File: config.mk
export PLATFORM = sky130hd
export DESIGN_NAME = iosp_packer
export DESIGN_NICKNAME = d
export VERILOG_FILES = /design/src/hdl/iosp_pkg.sv /design/src/hdl/iosp_packer.sv
export VERILOG_INCLUDE_DIRS = /design/src /design/src/hdl
export SDC_FILE = /design/constraint.sdc
export NUM_CORES = 1
export LEC_CHECK = 0
export BUFFER_PORTS_ARGS = -buffer_cell sky130_fd_sc_hd__buf_2
export CORE_UTILIZATION = 40
export DETAILED_ROUTE_END_ITERATION = 8
export PLACE_DENSITY = 0.63
export SETUP_SLACK_MARGIN = 0.05
export SLEW_MARGIN = 30
export SYNTH_ARGS = -nofsm -noshare
export SYNTH_HDL_FRONTEND = slang
export SYNTH_SLANG_ARGS = --single-unit
File: constraint.sdc
create_clock -name ref_clk -period 3.2 [get_ports ref_clk]
set_input_delay 0.48 -clock ref_clk [delete_from_list [all_inputs] [get_ports ref_clk]]
set_output_delay 0.48 -clock ref_clk [all_outputs]
set_load 0.02 [all_outputs]
File: src/hdl/iosp_defs.svh
// Offsets, field positions, reset values and timing counts for the sample packer
`ifndef IOSP_DEFS_SVH
`define IOSP_DEFS_SVH
`define IOSP_NUM_LINES        20
`define IOSP_NUM_ANALOG       4
`define IOSP_CFG_ANALOG       3'h2
`define IOSP_CFG_DIN          3'h3
`define IOSP_CFG_DOUT_LO      3'h4
`define IOSP_CFG_DOUT_HI      3'h5
`define IOSP_SAMPLE_SETS      8'h01
`define IOSP_VALID_LINES      20'hFF3FF
`define IOSP_ANALOG_LINES     20'h0000F
`define IOSP_ADDR_CTRL        12'h000
`define IOSP_ADDR_RATE        12'h004
`define IOSP_ADDR_CHG_MASK    12'h008
`define IOSP_ADDR_DEST_HI     12'h00C
`define IOSP_ADDR_DEST_LO     12'h010
`define IOSP_ADDR_PULL_EN     12'h014
`define IOSP_ADDR_PULL_DIR    12'h018
`define IOSP_ADDR_AREF        12'h01C
`define IOSP_ADDR_CFG_LO      12'h020
`define IOSP_ADDR_CFG_HI      12'h024
`define IOSP_ADDR_STATUS      12'h028
`define IOSP_ADDR_IRQ_STAT    12'h02C
`define IOSP_ADDR_IRQ_MASK    12'h030
`define IOSP_ADDR_PROTO       12'h034
`define IOSP_ADDR_RESULT      12'h038
`define IOSP_PULL_RESET       20'hFFFFF
`define IOSP_PULL_DIR_RESET   20'hFFFFF
`define IOSP_TICK_NS          1000
`define IOSP_CLK_NS           10
`define IOSP_TICK_CYCLES      (`IOSP_TICK_NS / `IOSP_CLK_NS)
`define IOSP_CTRL_IS_BIT      0
`define IOSP_CTRL_WAKE_BIT    1
`define IOSP_CTRL_PINWAKE_BIT 2
`define IOSP_IRQ_DONE_BIT     0
`define IOSP_IRQ_ERR_BIT      1
`define IOSP_IRQ_DROP_BIT     2
`endif

File: src/hdl/iosp_pkg.sv
// Types for the sample packer
package iosp_pkg;
	typedef enum logic [2:0]
	{
		IOSP_IDLE   = 3'b000,
		IOSP_COUNT  = 3'b001,
		IOSP_DMASK  = 3'b010,
		IOSP_AMASK  = 3'b011,
		IOSP_DDATA  = 3'b100,
		IOSP_ADATA  = 3'b101
	} iosp_state_t;
	typedef enum logic [1:0]
	{
		IOSP_SRC_NONE   = 2'b00,
		IOSP_SRC_TIMER  = 2'b01,
		IOSP_SRC_CHANGE = 2'b10,
		IOSP_SRC_DEMAND = 2'b11
	} iosp_src_t;
endpackage

File: src/hdl/iosp_packer.sv
// Pin configuration, sampling triggers and sample record packer
// Summary of operation
// Lines 0-9 and 12-19 configurable per line
// Config 3 input, 4 low, 5 high
// Per-pin pull enable and direction, default up
// Config 2 analog only on lines 0-3
// Analog value 10 bits in two bytes
// No configured lines means no sample
// Timer and change samples go to destination
// Sample on timer expiry and non-pin wake
// Masked digital input change makes a sample
// Immediate request returns present state
// Three sample sources work independently
// First byte sample-set count, always one
// Analog mask byte, bits 0-3
// Digital state word, omitted if mask zero
// Analog values ascending, none if mask zero
// Receiver uses frame protocol, type 0x92
// Digital mask word follows the count
// Two-byte fields go high byte first
`include "iosp_defs.svh"
module iosp_packer
(
	// Clock and reset
	input  wire logic                 ref_clk,
	input  wire logic                 rstn,
	// APB slave
	input  wire logic                 psel,
	input  wire logic                 penable,
	input  wire logic                 pwrite,
	input  wire logic [11:0]          paddr,
	input  wire logic [31:0]          pwdata,
	output logic                      pready,
	output logic [31:0]               prdata,
	output logic                      pslverr,
	// General pins
	input  wire logic [19:0]          general_pin_in,
	output logic [19:0]               general_pin_out,
	output logic [19:0]               general_pin_oe,
	output logic [19:0]               pull_resistor_enable,
	output logic [19:0]               pull_direction,
	output logic [1:0]                analog_reference_select,
	// Analog results
	input  wire logic [39:0]          analog_value,
	// Sample byte stream
	output logic                      sample_valid,
	output logic [7:0]                sample_byte,
	output logic                      sample_last,
	output iosp_pkg::iosp_src_t       sample_src,
	output logic [15:0]               dest_addr_high,
	output logic [15:0]               dest_addr_low,
	input  wire logic                 sample_ready,
	// Interrupt
	output logic                      irq
);
	import iosp_pkg::*;

	logic [2:0]   cfg_r [20];
	logic [15:0]  sample_rate_r;
	logic [19:0]  change_detect_mask_r;
	logic [1:0]   frame_protocol_select_r;
	logic [2:0]   irq_stat_r;
	logic [2:0]   irq_mask_r;
	logic [19:0]  sync1_r;
	logic [19:0]  sync2_r;
	logic [19:0]  sync3_r;
	logic [19:0]  din_level_r;
	logic [19:0]  din_prev_r;
	logic [19:0]  dmask;
	logic [19:0]  dout_hi;
	logic [3:0]   amask;
	logic [15:0]  tick_cnt_r;
	logic [15:0]  rate_cnt_r;
	logic         pend_timer_r;
	logic         pend_change_r;
	logic         pend_demand_r;
	iosp_state_t  state_r;
	logic         lo_half_r;
	logic [1:0]   ach_r;
	logic [19:0]  cap_dmask_r;
	logic [19:0]  cap_dstate_r;
	logic [3:0]   cap_amask_r;
	logic [39:0]  cap_aval_r;
	logic [31:0]  result_r;
	logic         setup;
	logic         wr;
	logic         rd;
	logic         is_req;
	logic         wake_req;
	logic         timer_hit;
	logic         change_hit;
	logic         start;
	logic         adv;
	logic [3:0]   amask_rest;

	// Per-line function decode
	genvar g;
	generate
		for (g = 0; g < `IOSP_NUM_LINES; g++)
		begin : gen_line
			if (((`IOSP_VALID_LINES >> g) & 1) != 0)
			begin : gen_valid
				assign dmask[g]   = (cfg_r[g] == `IOSP_CFG_DIN) || (cfg_r[g] == `IOSP_CFG_DOUT_LO) ||
					(cfg_r[g] == `IOSP_CFG_DOUT_HI);
				assign dout_hi[g] = (cfg_r[g] == `IOSP_CFG_DOUT_HI);
			end
			else
			begin : gen_none
				assign dmask[g]   = 1'b0;
				assign dout_hi[g] = 1'b0;
			end
			if (g < `IOSP_NUM_ANALOG)
			begin : gen_an
				assign amask[g] = (cfg_r[g] == `IOSP_CFG_ANALOG);
			end
		end
	endgenerate

	assign setup    = psel && !penable;
	assign wr       = psel && penable && pready && pwrite;
	assign rd       = setup && !pwrite;
	assign is_req   = wr && (paddr == `IOSP_ADDR_CTRL) && pwdata[`IOSP_CTRL_IS_BIT];
	assign wake_req = wr && (paddr == `IOSP_ADDR_CTRL) && pwdata[`IOSP_CTRL_WAKE_BIT] &&
		!pwdata[`IOSP_CTRL_PINWAKE_BIT];
	assign timer_hit  = (sample_rate_r != 16'h0000) && (tick_cnt_r == 16'h0000) &&
		(rate_cnt_r <= 16'h0001);
	assign change_hit = |((din_level_r ^ din_prev_r) & change_detect_mask_r & dmask);
	assign start      = adv && (state_r == IOSP_IDLE) && (pend_demand_r || pend_timer_r || pend_change_r);
	assign adv        = !sample_valid || sample_ready;
	assign amask_rest = cap_amask_r & ~((4'h2 << ach_r) - 4'h1);

	// APB register writes
	always_ff @(posedge ref_clk or negedge rstn)
	begin
		if (!rstn)
		begin
			for (int i = 0; i < `IOSP_NUM_LINES; i++)
				cfg_r[i] <= 3'h0;
			sample_rate_r           <= 16'h0000;
			change_detect_mask_r    <= 20'h00000;
			dest_addr_high          <= 16'h0000;
			dest_addr_low           <= 16'h0000;
			pull_resistor_enable    <= `IOSP_PULL_RESET;
			pull_direction          <= `IOSP_PULL_DIR_RESET;
			analog_reference_select <= 2'h0;
			irq_mask_r              <= 3'h0;
			frame_protocol_select_r <= 2'h0;
		end
		else if (wr)
		begin
			unique case (paddr)
				`IOSP_ADDR_RATE:     sample_rate_r <= pwdata[15:0];
				`IOSP_ADDR_CHG_MASK: change_detect_mask_r <= pwdata[19:0] & `IOSP_VALID_LINES;
				`IOSP_ADDR_DEST_HI:  dest_addr_high <= pwdata[15:0];
				`IOSP_ADDR_DEST_LO:  dest_addr_low <= pwdata[15:0];
				`IOSP_ADDR_PULL_EN:  pull_resistor_enable <= pwdata[19:0];
				`IOSP_ADDR_PULL_DIR: pull_direction <= pwdata[19:0];
				`IOSP_ADDR_AREF:     analog_reference_select <= pwdata[1:0];
				`IOSP_ADDR_IRQ_MASK: irq_mask_r <= pwdata[2:0];
				`IOSP_ADDR_PROTO:    frame_protocol_select_r <= pwdata[1:0];
				`IOSP_ADDR_CFG_LO:
					for (int i = 0; i < 10; i++)
						if (i >= `IOSP_NUM_ANALOG && pwdata[3*i +: 3] == `IOSP_CFG_ANALOG)
							cfg_r[i] <= 3'h0;
						else
							cfg_r[i] <= pwdata[3*i +: 3];
				`IOSP_ADDR_CFG_HI:
					for (int i = 0; i < 10; i++)
						if (pwdata[3*i +: 3] == `IOSP_CFG_ANALOG)
							cfg_r[i+10] <= 3'h0;
						else
							cfg_r[i+10] <= pwdata[3*i +: 3];
				default: ;
			endcase
		end
	end

	// APB read and handshake
	always_ff @(posedge ref_clk or negedge rstn)
	begin
		if (!rstn)
		begin
			pready  <= 1'b0;
			prdata  <= 32'h00000000;
			pslverr <= 1'b0;
		end
		else
		begin
			pready  <= setup;
			pslverr <= setup && (paddr > `IOSP_ADDR_RESULT || paddr[1:0] != 2'h0);
			prdata  <= 32'h00000000;
			if (rd)
			begin
				unique case (paddr)
					`IOSP_ADDR_RATE:     prdata <= {16'h0000, sample_rate_r};
					`IOSP_ADDR_CHG_MASK: prdata <= {12'h000, change_detect_mask_r};
					`IOSP_ADDR_DEST_HI:  prdata <= {16'h0000, dest_addr_high};
					`IOSP_ADDR_DEST_LO:  prdata <= {16'h0000, dest_addr_low};
					`IOSP_ADDR_PULL_EN:  prdata <= {12'h000, pull_resistor_enable};
					`IOSP_ADDR_PULL_DIR: prdata <= {12'h000, pull_direction};
					`IOSP_ADDR_AREF:     prdata <= {30'h00000000, analog_reference_select};
					`IOSP_ADDR_CFG_LO:
						for (int i = 0; i < 10; i++)
							prdata[3*i +: 3] <= cfg_r[i];
					`IOSP_ADDR_CFG_HI:
						for (int i = 0; i < 10; i++)
							prdata[3*i +: 3] <= cfg_r[i+10];
					`IOSP_ADDR_STATUS:   prdata <= {12'h000, din_level_r};
					`IOSP_ADDR_IRQ_STAT: prdata <= {29'h00000000, irq_stat_r};
					`IOSP_ADDR_IRQ_MASK: prdata <= {29'h00000000, irq_mask_r};
					`IOSP_ADDR_PROTO:    prdata <= {30'h00000000, frame_protocol_select_r};
					`IOSP_ADDR_RESULT:   prdata <= result_r;
					default:             prdata <= 32'h00000000;
				endcase
			end
		end
	end

	// Pin drive
	always_ff @(posedge ref_clk or negedge rstn)
	begin
		if (!rstn)
		begin
			general_pin_out <= 20'h00000;
			general_pin_oe  <= 20'h00000;
		end
		else
		begin
			general_pin_out <= dout_hi;
			general_pin_oe  <= dmask & ~(din_mask_f(dmask, dout_hi));
		end
	end

	function automatic logic [19:0] din_mask_f(input logic [19:0] m, input logic [19:0] h);
		logic [19:0] r;
		r = 20'h00000;
		for (int i = 0; i < `IOSP_NUM_LINES; i++)
			r[i] = m[i] && (cfg_r[i] == `IOSP_CFG_DIN);
		return r;
	endfunction

	// Input synchronisers, level accepted when stages two and three agree
	always_ff @(posedge ref_clk or negedge rstn)
	begin
		if (!rstn)
		begin
			sync1_r     <= 20'h00000;
			sync2_r     <= 20'h00000;
			sync3_r     <= 20'h00000;
			din_level_r <= 20'h00000;
			din_prev_r  <= 20'h00000;
		end
		else
		begin
			sync1_r     <= general_pin_in;
			sync2_r     <= sync1_r;
			sync3_r     <= sync2_r;
			din_level_r <= (sync2_r & sync3_r) | (din_level_r & (sync2_r | sync3_r));
			din_prev_r  <= din_level_r;
		end
	end

	// Sample-rate timer, one unit per tick
	always_ff @(posedge ref_clk or negedge rstn)
	begin
		if (!rstn)
		begin
			tick_cnt_r <= 16'h0000;
			rate_cnt_r <= 16'h0000;
		end
		else if (sample_rate_r == 16'h0000 || wake_req)
		begin
			tick_cnt_r <= 16'(`IOSP_TICK_CYCLES - 1);
			rate_cnt_r <= sample_rate_r;
		end
		else if (tick_cnt_r == 16'h0000)
		begin
			tick_cnt_r <= 16'(`IOSP_TICK_CYCLES - 1);
			rate_cnt_r <= (rate_cnt_r <= 16'h0001) ? sample_rate_r : rate_cnt_r - 16'h0001;
		end
		else
			tick_cnt_r <= tick_cnt_r - 16'h0001;
	end

	// Pending requests, one per source
	always_ff @(posedge ref_clk or negedge rstn)
	begin
		if (!rstn)
		begin
			pend_timer_r  <= 1'b0;
			pend_change_r <= 1'b0;
			pend_demand_r <= 1'b0;
		end
		else
		begin
			if (timer_hit || (wake_req && sample_rate_r != 16'h0000))
				pend_timer_r <= 1'b1;
			else if (start && !pend_demand_r)
				pend_timer_r <= 1'b0;
			if (change_hit)
				pend_change_r <= 1'b1;
			else if (start && !pend_demand_r && !pend_timer_r)
				pend_change_r <= 1'b0;
			if (is_req)
				pend_demand_r <= 1'b1;
			else if (start)
				pend_demand_r <= 1'b0;
		end
	end

	// Record packer
	always_ff @(posedge ref_clk or negedge rstn)
	begin
		if (!rstn)
		begin
			state_r      <= IOSP_IDLE;
			lo_half_r    <= 1'b0;
			ach_r        <= 2'h0;
			cap_dmask_r  <= 20'h00000;
			cap_dstate_r <= 20'h00000;
			cap_amask_r  <= 4'h0;
			cap_aval_r   <= 40'h0000000000;
			sample_valid <= 1'b0;
			sample_byte  <= 8'h00;
			sample_last  <= 1'b0;
			sample_src   <= IOSP_SRC_NONE;
		end
		else if (adv)
		begin
			sample_valid <= 1'b0;
			sample_last  <= 1'b0;
			unique case (state_r)
				IOSP_IDLE:
					if (start && ((|dmask) || (|amask)))
					begin
						cap_dmask_r  <= dmask;
						cap_dstate_r <= (din_level_r & din_mask_f(dmask, dout_hi)) | dout_hi;
						cap_amask_r  <= amask;
						cap_aval_r   <= analog_value;
						sample_src   <= pend_demand_r ? IOSP_SRC_DEMAND :
							(pend_timer_r ? IOSP_SRC_TIMER : IOSP_SRC_CHANGE);
						state_r      <= IOSP_COUNT;
					end
				IOSP_COUNT:
				begin
					sample_valid <= 1'b1;
					sample_byte  <= `IOSP_SAMPLE_SETS;
					lo_half_r    <= 1'b0;
					state_r      <= IOSP_DMASK;
				end
				IOSP_DMASK:
				begin
					sample_valid <= 1'b1;
					sample_byte  <= lo_half_r ? cap_dmask_r[7:0] : cap_dmask_r[15:8];
					lo_half_r    <= !lo_half_r;
					if (lo_half_r)
						state_r <= IOSP_AMASK;
				end
				IOSP_AMASK:
				begin
					sample_valid <= 1'b1;
					sample_byte  <= {4'h0, cap_amask_r};
					lo_half_r    <= 1'b0;
					ach_r        <= 2'h0;
					sample_last  <= (cap_dmask_r[15:0] == 16'h0000) && (cap_amask_r == 4'h0);
					state_r      <= (cap_dmask_r[15:0] != 16'h0000) ? IOSP_DDATA :
						((cap_amask_r != 4'h0) ? IOSP_ADATA : IOSP_IDLE);
				end
				IOSP_DDATA:
				begin
					sample_valid <= 1'b1;
					sample_byte  <= lo_half_r ? cap_dstate_r[7:0] : cap_dstate_r[15:8];
					lo_half_r    <= !lo_half_r;
					sample_last  <= lo_half_r && (cap_amask_r == 4'h0);
					if (lo_half_r)
						state_r <= (cap_amask_r != 4'h0) ? IOSP_ADATA : IOSP_IDLE;
				end
				IOSP_ADATA:
					if (!cap_amask_r[ach_r])
						ach_r <= ach_r + 2'h1;
					else
					begin
						sample_valid <= 1'b1;
						sample_byte  <= lo_half_r ? cap_aval_r[10*ach_r +: 8] :
							{6'h00, cap_aval_r[10*ach_r+8 +: 2]};
						lo_half_r    <= !lo_half_r;
						if (lo_half_r)
						begin
							ach_r       <= ach_r + 2'h1;
							sample_last <= (amask_rest == 4'h0);
							if (amask_rest == 4'h0)
								state_r <= IOSP_IDLE;
						end
					end
				default: state_r <= IOSP_IDLE;
			endcase
		end
	end

	// Demand result, sticky events, interrupt
	always_ff @(posedge ref_clk or negedge rstn)
	begin
		if (!rstn)
		begin
			result_r   <= 32'h00000000;
			irq_stat_r <= 3'h0;
			irq        <= 1'b0;
		end
		else
		begin
			if (state_r == IOSP_IDLE && start && !((|dmask) || (|amask)) && pend_demand_r)
				result_r <= 32'h00000001;
			else if (state_r == IOSP_IDLE && start && pend_demand_r)
				result_r <= 32'h00000000;
			irq_stat_r[`IOSP_IRQ_DONE_BIT] <= (sample_valid && sample_ready && sample_last) ||
				(irq_stat_r[`IOSP_IRQ_DONE_BIT] && !(rd && paddr == `IOSP_ADDR_IRQ_STAT));
			irq_stat_r[`IOSP_IRQ_ERR_BIT] <= (state_r == IOSP_IDLE && start && !((|dmask) || (|amask))) ||
				(irq_stat_r[`IOSP_IRQ_ERR_BIT] && !(rd && paddr == `IOSP_ADDR_IRQ_STAT));
			irq_stat_r[`IOSP_IRQ_DROP_BIT] <= ((timer_hit && pend_timer_r) || (change_hit && pend_change_r)) ||
				(irq_stat_r[`IOSP_IRQ_DROP_BIT] && !(rd && paddr == `IOSP_ADDR_IRQ_STAT));
			irq <= |(irq_stat_r & irq_mask_r);
		end
	end

endmodule

==> out/metrics.cfg <==
[status]
status=finished clean

[logic_synthesis]
synth_top_family_by_area=multiplexers
synth_adder_area_share_pct=1.507
synth.area.mux_share_pct=15.09
synth_xor_area_share_pct=1.318
syn_inst=1592
synth-edff-count=0
yosysTopAreaCell=dfrtp_1
synth.cell_area_um2=19930
synth-compound-area-share_pct=10.18
ys_seq_elements=469
ys.warnings.count=0
synth-simple-area-share_pct=10.04
synth_flop_cell=dfrtp_1
synth_top_area_share_pct=53.86
seq_area_frac_synth_pct=59.13
synth_area_per_cell_um2=12.52
synth_area_leaders=dfrtp_1 (54%), mux2_2 (9.7%), dfstp_2 (5.3%)
yosys.cell_types.count=74
synthArstFlopShare_pct=100.0

[floorplan]
die_h_um=225.2
initial_core_util_pct=40.63
ios=271
num_rows=81
core_um2=49050
die_w_um=225.2
die_area_um2=50730

[drt]
routed.top_layer=met4
wl_met3_mm=4.235
m1WireLength_mm=25.54
drtPass1Iterations=5
routed-wl-met2_mm=27.65
drc=0
routedWlPerCell_um=22.69
routed_wl_mm=59.45
via_count=14510
avgViaCountPerCell=5.540
ant_nets=0
initialDrtViolationCount=1045

[cells_and_area]
final_util_pct=49.71
area_growth_pct=22.34
layout_commonest_cell=dfrtp_1
regArea_um2=11790
final_area_um2=24380
multiInputGateArea_um2=7651
fillers=4412
nNetsFinal=2032
diodes=0
final_cell_mix=dfrtp_1 (429), buf_2 (261), mux2_2 (171)
drive_gt1_share_pct=33.08

[timing]
fin_ws_ns=0.3887
min_period_ns=2.811
final-hold-violation-count=0
slew_violations=0
setup-tns-final_ns=0
setup_viol=0
maxClockFrequency_mhz=355.7
skew_ns=0.02803
worstMarginPinSlew_ns=0.6846
rsz0062_at_grt=false
finalCritPeriodShare_pct=87.85
maxSlewHeadroom_pct=54.36

[clock_tree]
post_cts_resized=0
clk_latency_ns=0.61
hold_buffers=21
clk_path_buf_depth=3
cts_tree=done
clkSinkCount=469
path_clk_slew_ns=0.06
htreeDepth=2
numCtsBuffers=51
cts_setup_buffers=0
root_buffer=clkbuf_16

[placed_design]
dpl-instance-area_um2=22330
dpl.hpwl_mm=43.46
io_buffers=262
place.gp.congestion=0.9577
place_ws_ns=0.1905

[grt]
grt.overflow.total=0
antenna_found_initial=0
grt_pass1_vias=14340
grt_pass1_wl_mm=89.91
grt_usage_pct=23.60
grt_max_degree=78

[power_and_ir_drop]
ir_worst_vdd_v=0.0004547
leakage_uw=0.01186
powerDensity_nw_per_um2=570.0
finalPower_uw=13900

[worst_setup_path]
endpoint=cap_aval_r[12]$_DFFE_PN0P_
path_class=flip-flop to flip-flop
start_kind=flip-flop
reg2reg_setup_slack_ns=0.39
reg2reg_depth=7
critPathLaunch=cfg_r[56]$_DFFE_PN0P_
worstPathMaxFanout=42
rr_startpoint=cfg_r[56]$_DFFE_PN0P_
r2r_end=cap_aval_r[12]$_DFFE_PN0P_
crit_path_end_kind=flip-flop
cp_data_arrival_time_ns=3.28
worstPathRequired_ns=3.67

[job]
maxCapViolCount=0

[worst_hold_path]
hp-class=input port to flip-flop

[registers in the layout, indices dropped and copies added, names as in the netlist, 18 cells and up]
| signal | flops |
|---|---|
| sync1_r | 20 |
| prdata | 30 |
| cap_aval_r | 40 |
| sync3_r | 20 |
| sync2_r | 20 |
| din_prev_r | 18 |
| cfg_r | 60 |
| din_level_r | 20 |
| general_pin_out | 18 |
| pull_resistor_enable | 20 |
| pull_direction | 20 |
| change_detect_mask_r | 18 |
| general_pin_oe | 18 |
[how the worst min path moves through the flow]
stage | startpoint | to | slack, ns | depth (start not counted)
2_1_floorplan | rstn | ach_r[0]$_DFFE_PN0P_ | 0.18 | 0
3_3_place_gp | sync1_r[15]$_DFF_PN0_ | sync2_r[15]$_DFF_PN0_ | 0.33 | 0
3_5_place_dp | sync1_r[4]$_DFF_PN0_ | sync2_r[4]$_DFF_PN0_ | 0.33 | 0
4_1_cts | analog_value[27] | cap_aval_r[27]$_DFFE_PN0P_ | 0.06 | 2
5_1_grt | analog_value[39] | cap_aval_r[39]$_DFFE_PN0P_ | 0.08 | 2
6_report | analog_value[27] | cap_aval_r[27]$_DFFE_PN0P_ | 0.09 | 2
[cells by family (layout without fill, tap and decap cells)]
group,Yosys count,in the layout
other cells,1,6
simple gates,382,382
fa+ha+maj,28,28
compound gates,304,304
xor+xnor,30,30
buf+inv,117,476
mux,261,261
flops,469,469
[cell type report]
type                            count  share of cell area, %
Sequential cell                   469                  48.34
Tap cell                          664                  3.407
Clock inverter                     20                  1.524
Timing Repair Buffer              348                  8.795
Clock buffer                       75                  6.055
Multi-Input combinational cell   1011                  31.38
Inverter                           33                 0.5080
[synth_stat cells (4+ instances only)]
library cell / n
buf_1: 5
maj3_1: 20
xor2_1: 21
mux2i_1: 44
nor4_1: 21
nor3_1: 28
nand2_1: 96
mux2_1: 35
a31oi_1: 21
nand2b_1: 14
xnor2_1: 9
nand3_1: 22
nor2b_1: 42
or3_1: 4
o221ai_1: 4
o21ai_0: 71
nand4_1: 11
inv_1: 33
dfstp_2: 40
a21o_1: 21
buf_2: 19
mux4_2: 11
dfrtp_1: 429
nor3b_1: 14
o31ai_1: 9
and2_1: 23
and3b_1: 6
a21oi_1: 53
clkbuf_1: 46
a22o_1: 10
o22ai_1: 18
ha_1: 8
a221oi_1: 9
and3_1: 4
nor2_1: 73
a222oi_1: 18
mux2_2: 171
buf_4: 9
a22oi_1: 45
[report_power, final]
group | switching (uW) | internal (uW)
clock network | 2450 | 3940
registers | 190 | 6100
logic | 766 | 461
total | 3410 | 10500
[metal layers]
| metal | global-route usage [%] | vias to the layer above |
|---|---|---|
| met2 | 36.90 | 564 |
| met1 | 32.53 | 7391 |
| met5 | 0 | - |
| li1 | - | 6445 |
| met3 | 4.707 | 114 |
| met4 | 8.668 | 0 |
[metrics by stage]
stage	cells	hold slack (ns)
after global placement	2504	0.3346
after global routing	2620	0.07508
after floorplan	1597	0.1844
final	2620	0.09288
after CTS	2620	0.05615
after detailed placement	2504	0.3347
[worst max-delay path, cell delays in order (launching register included)]
cell and delay [ns]:
dfrtp_1 0.46, nor2b_1 0.20, a21oi_1 0.27, nand4_1 0.15
or4_1 0.64, o21bai_4 0.26, buf_12 0.27, mux2_2 0.37
(Power assumes the default switching activity.)
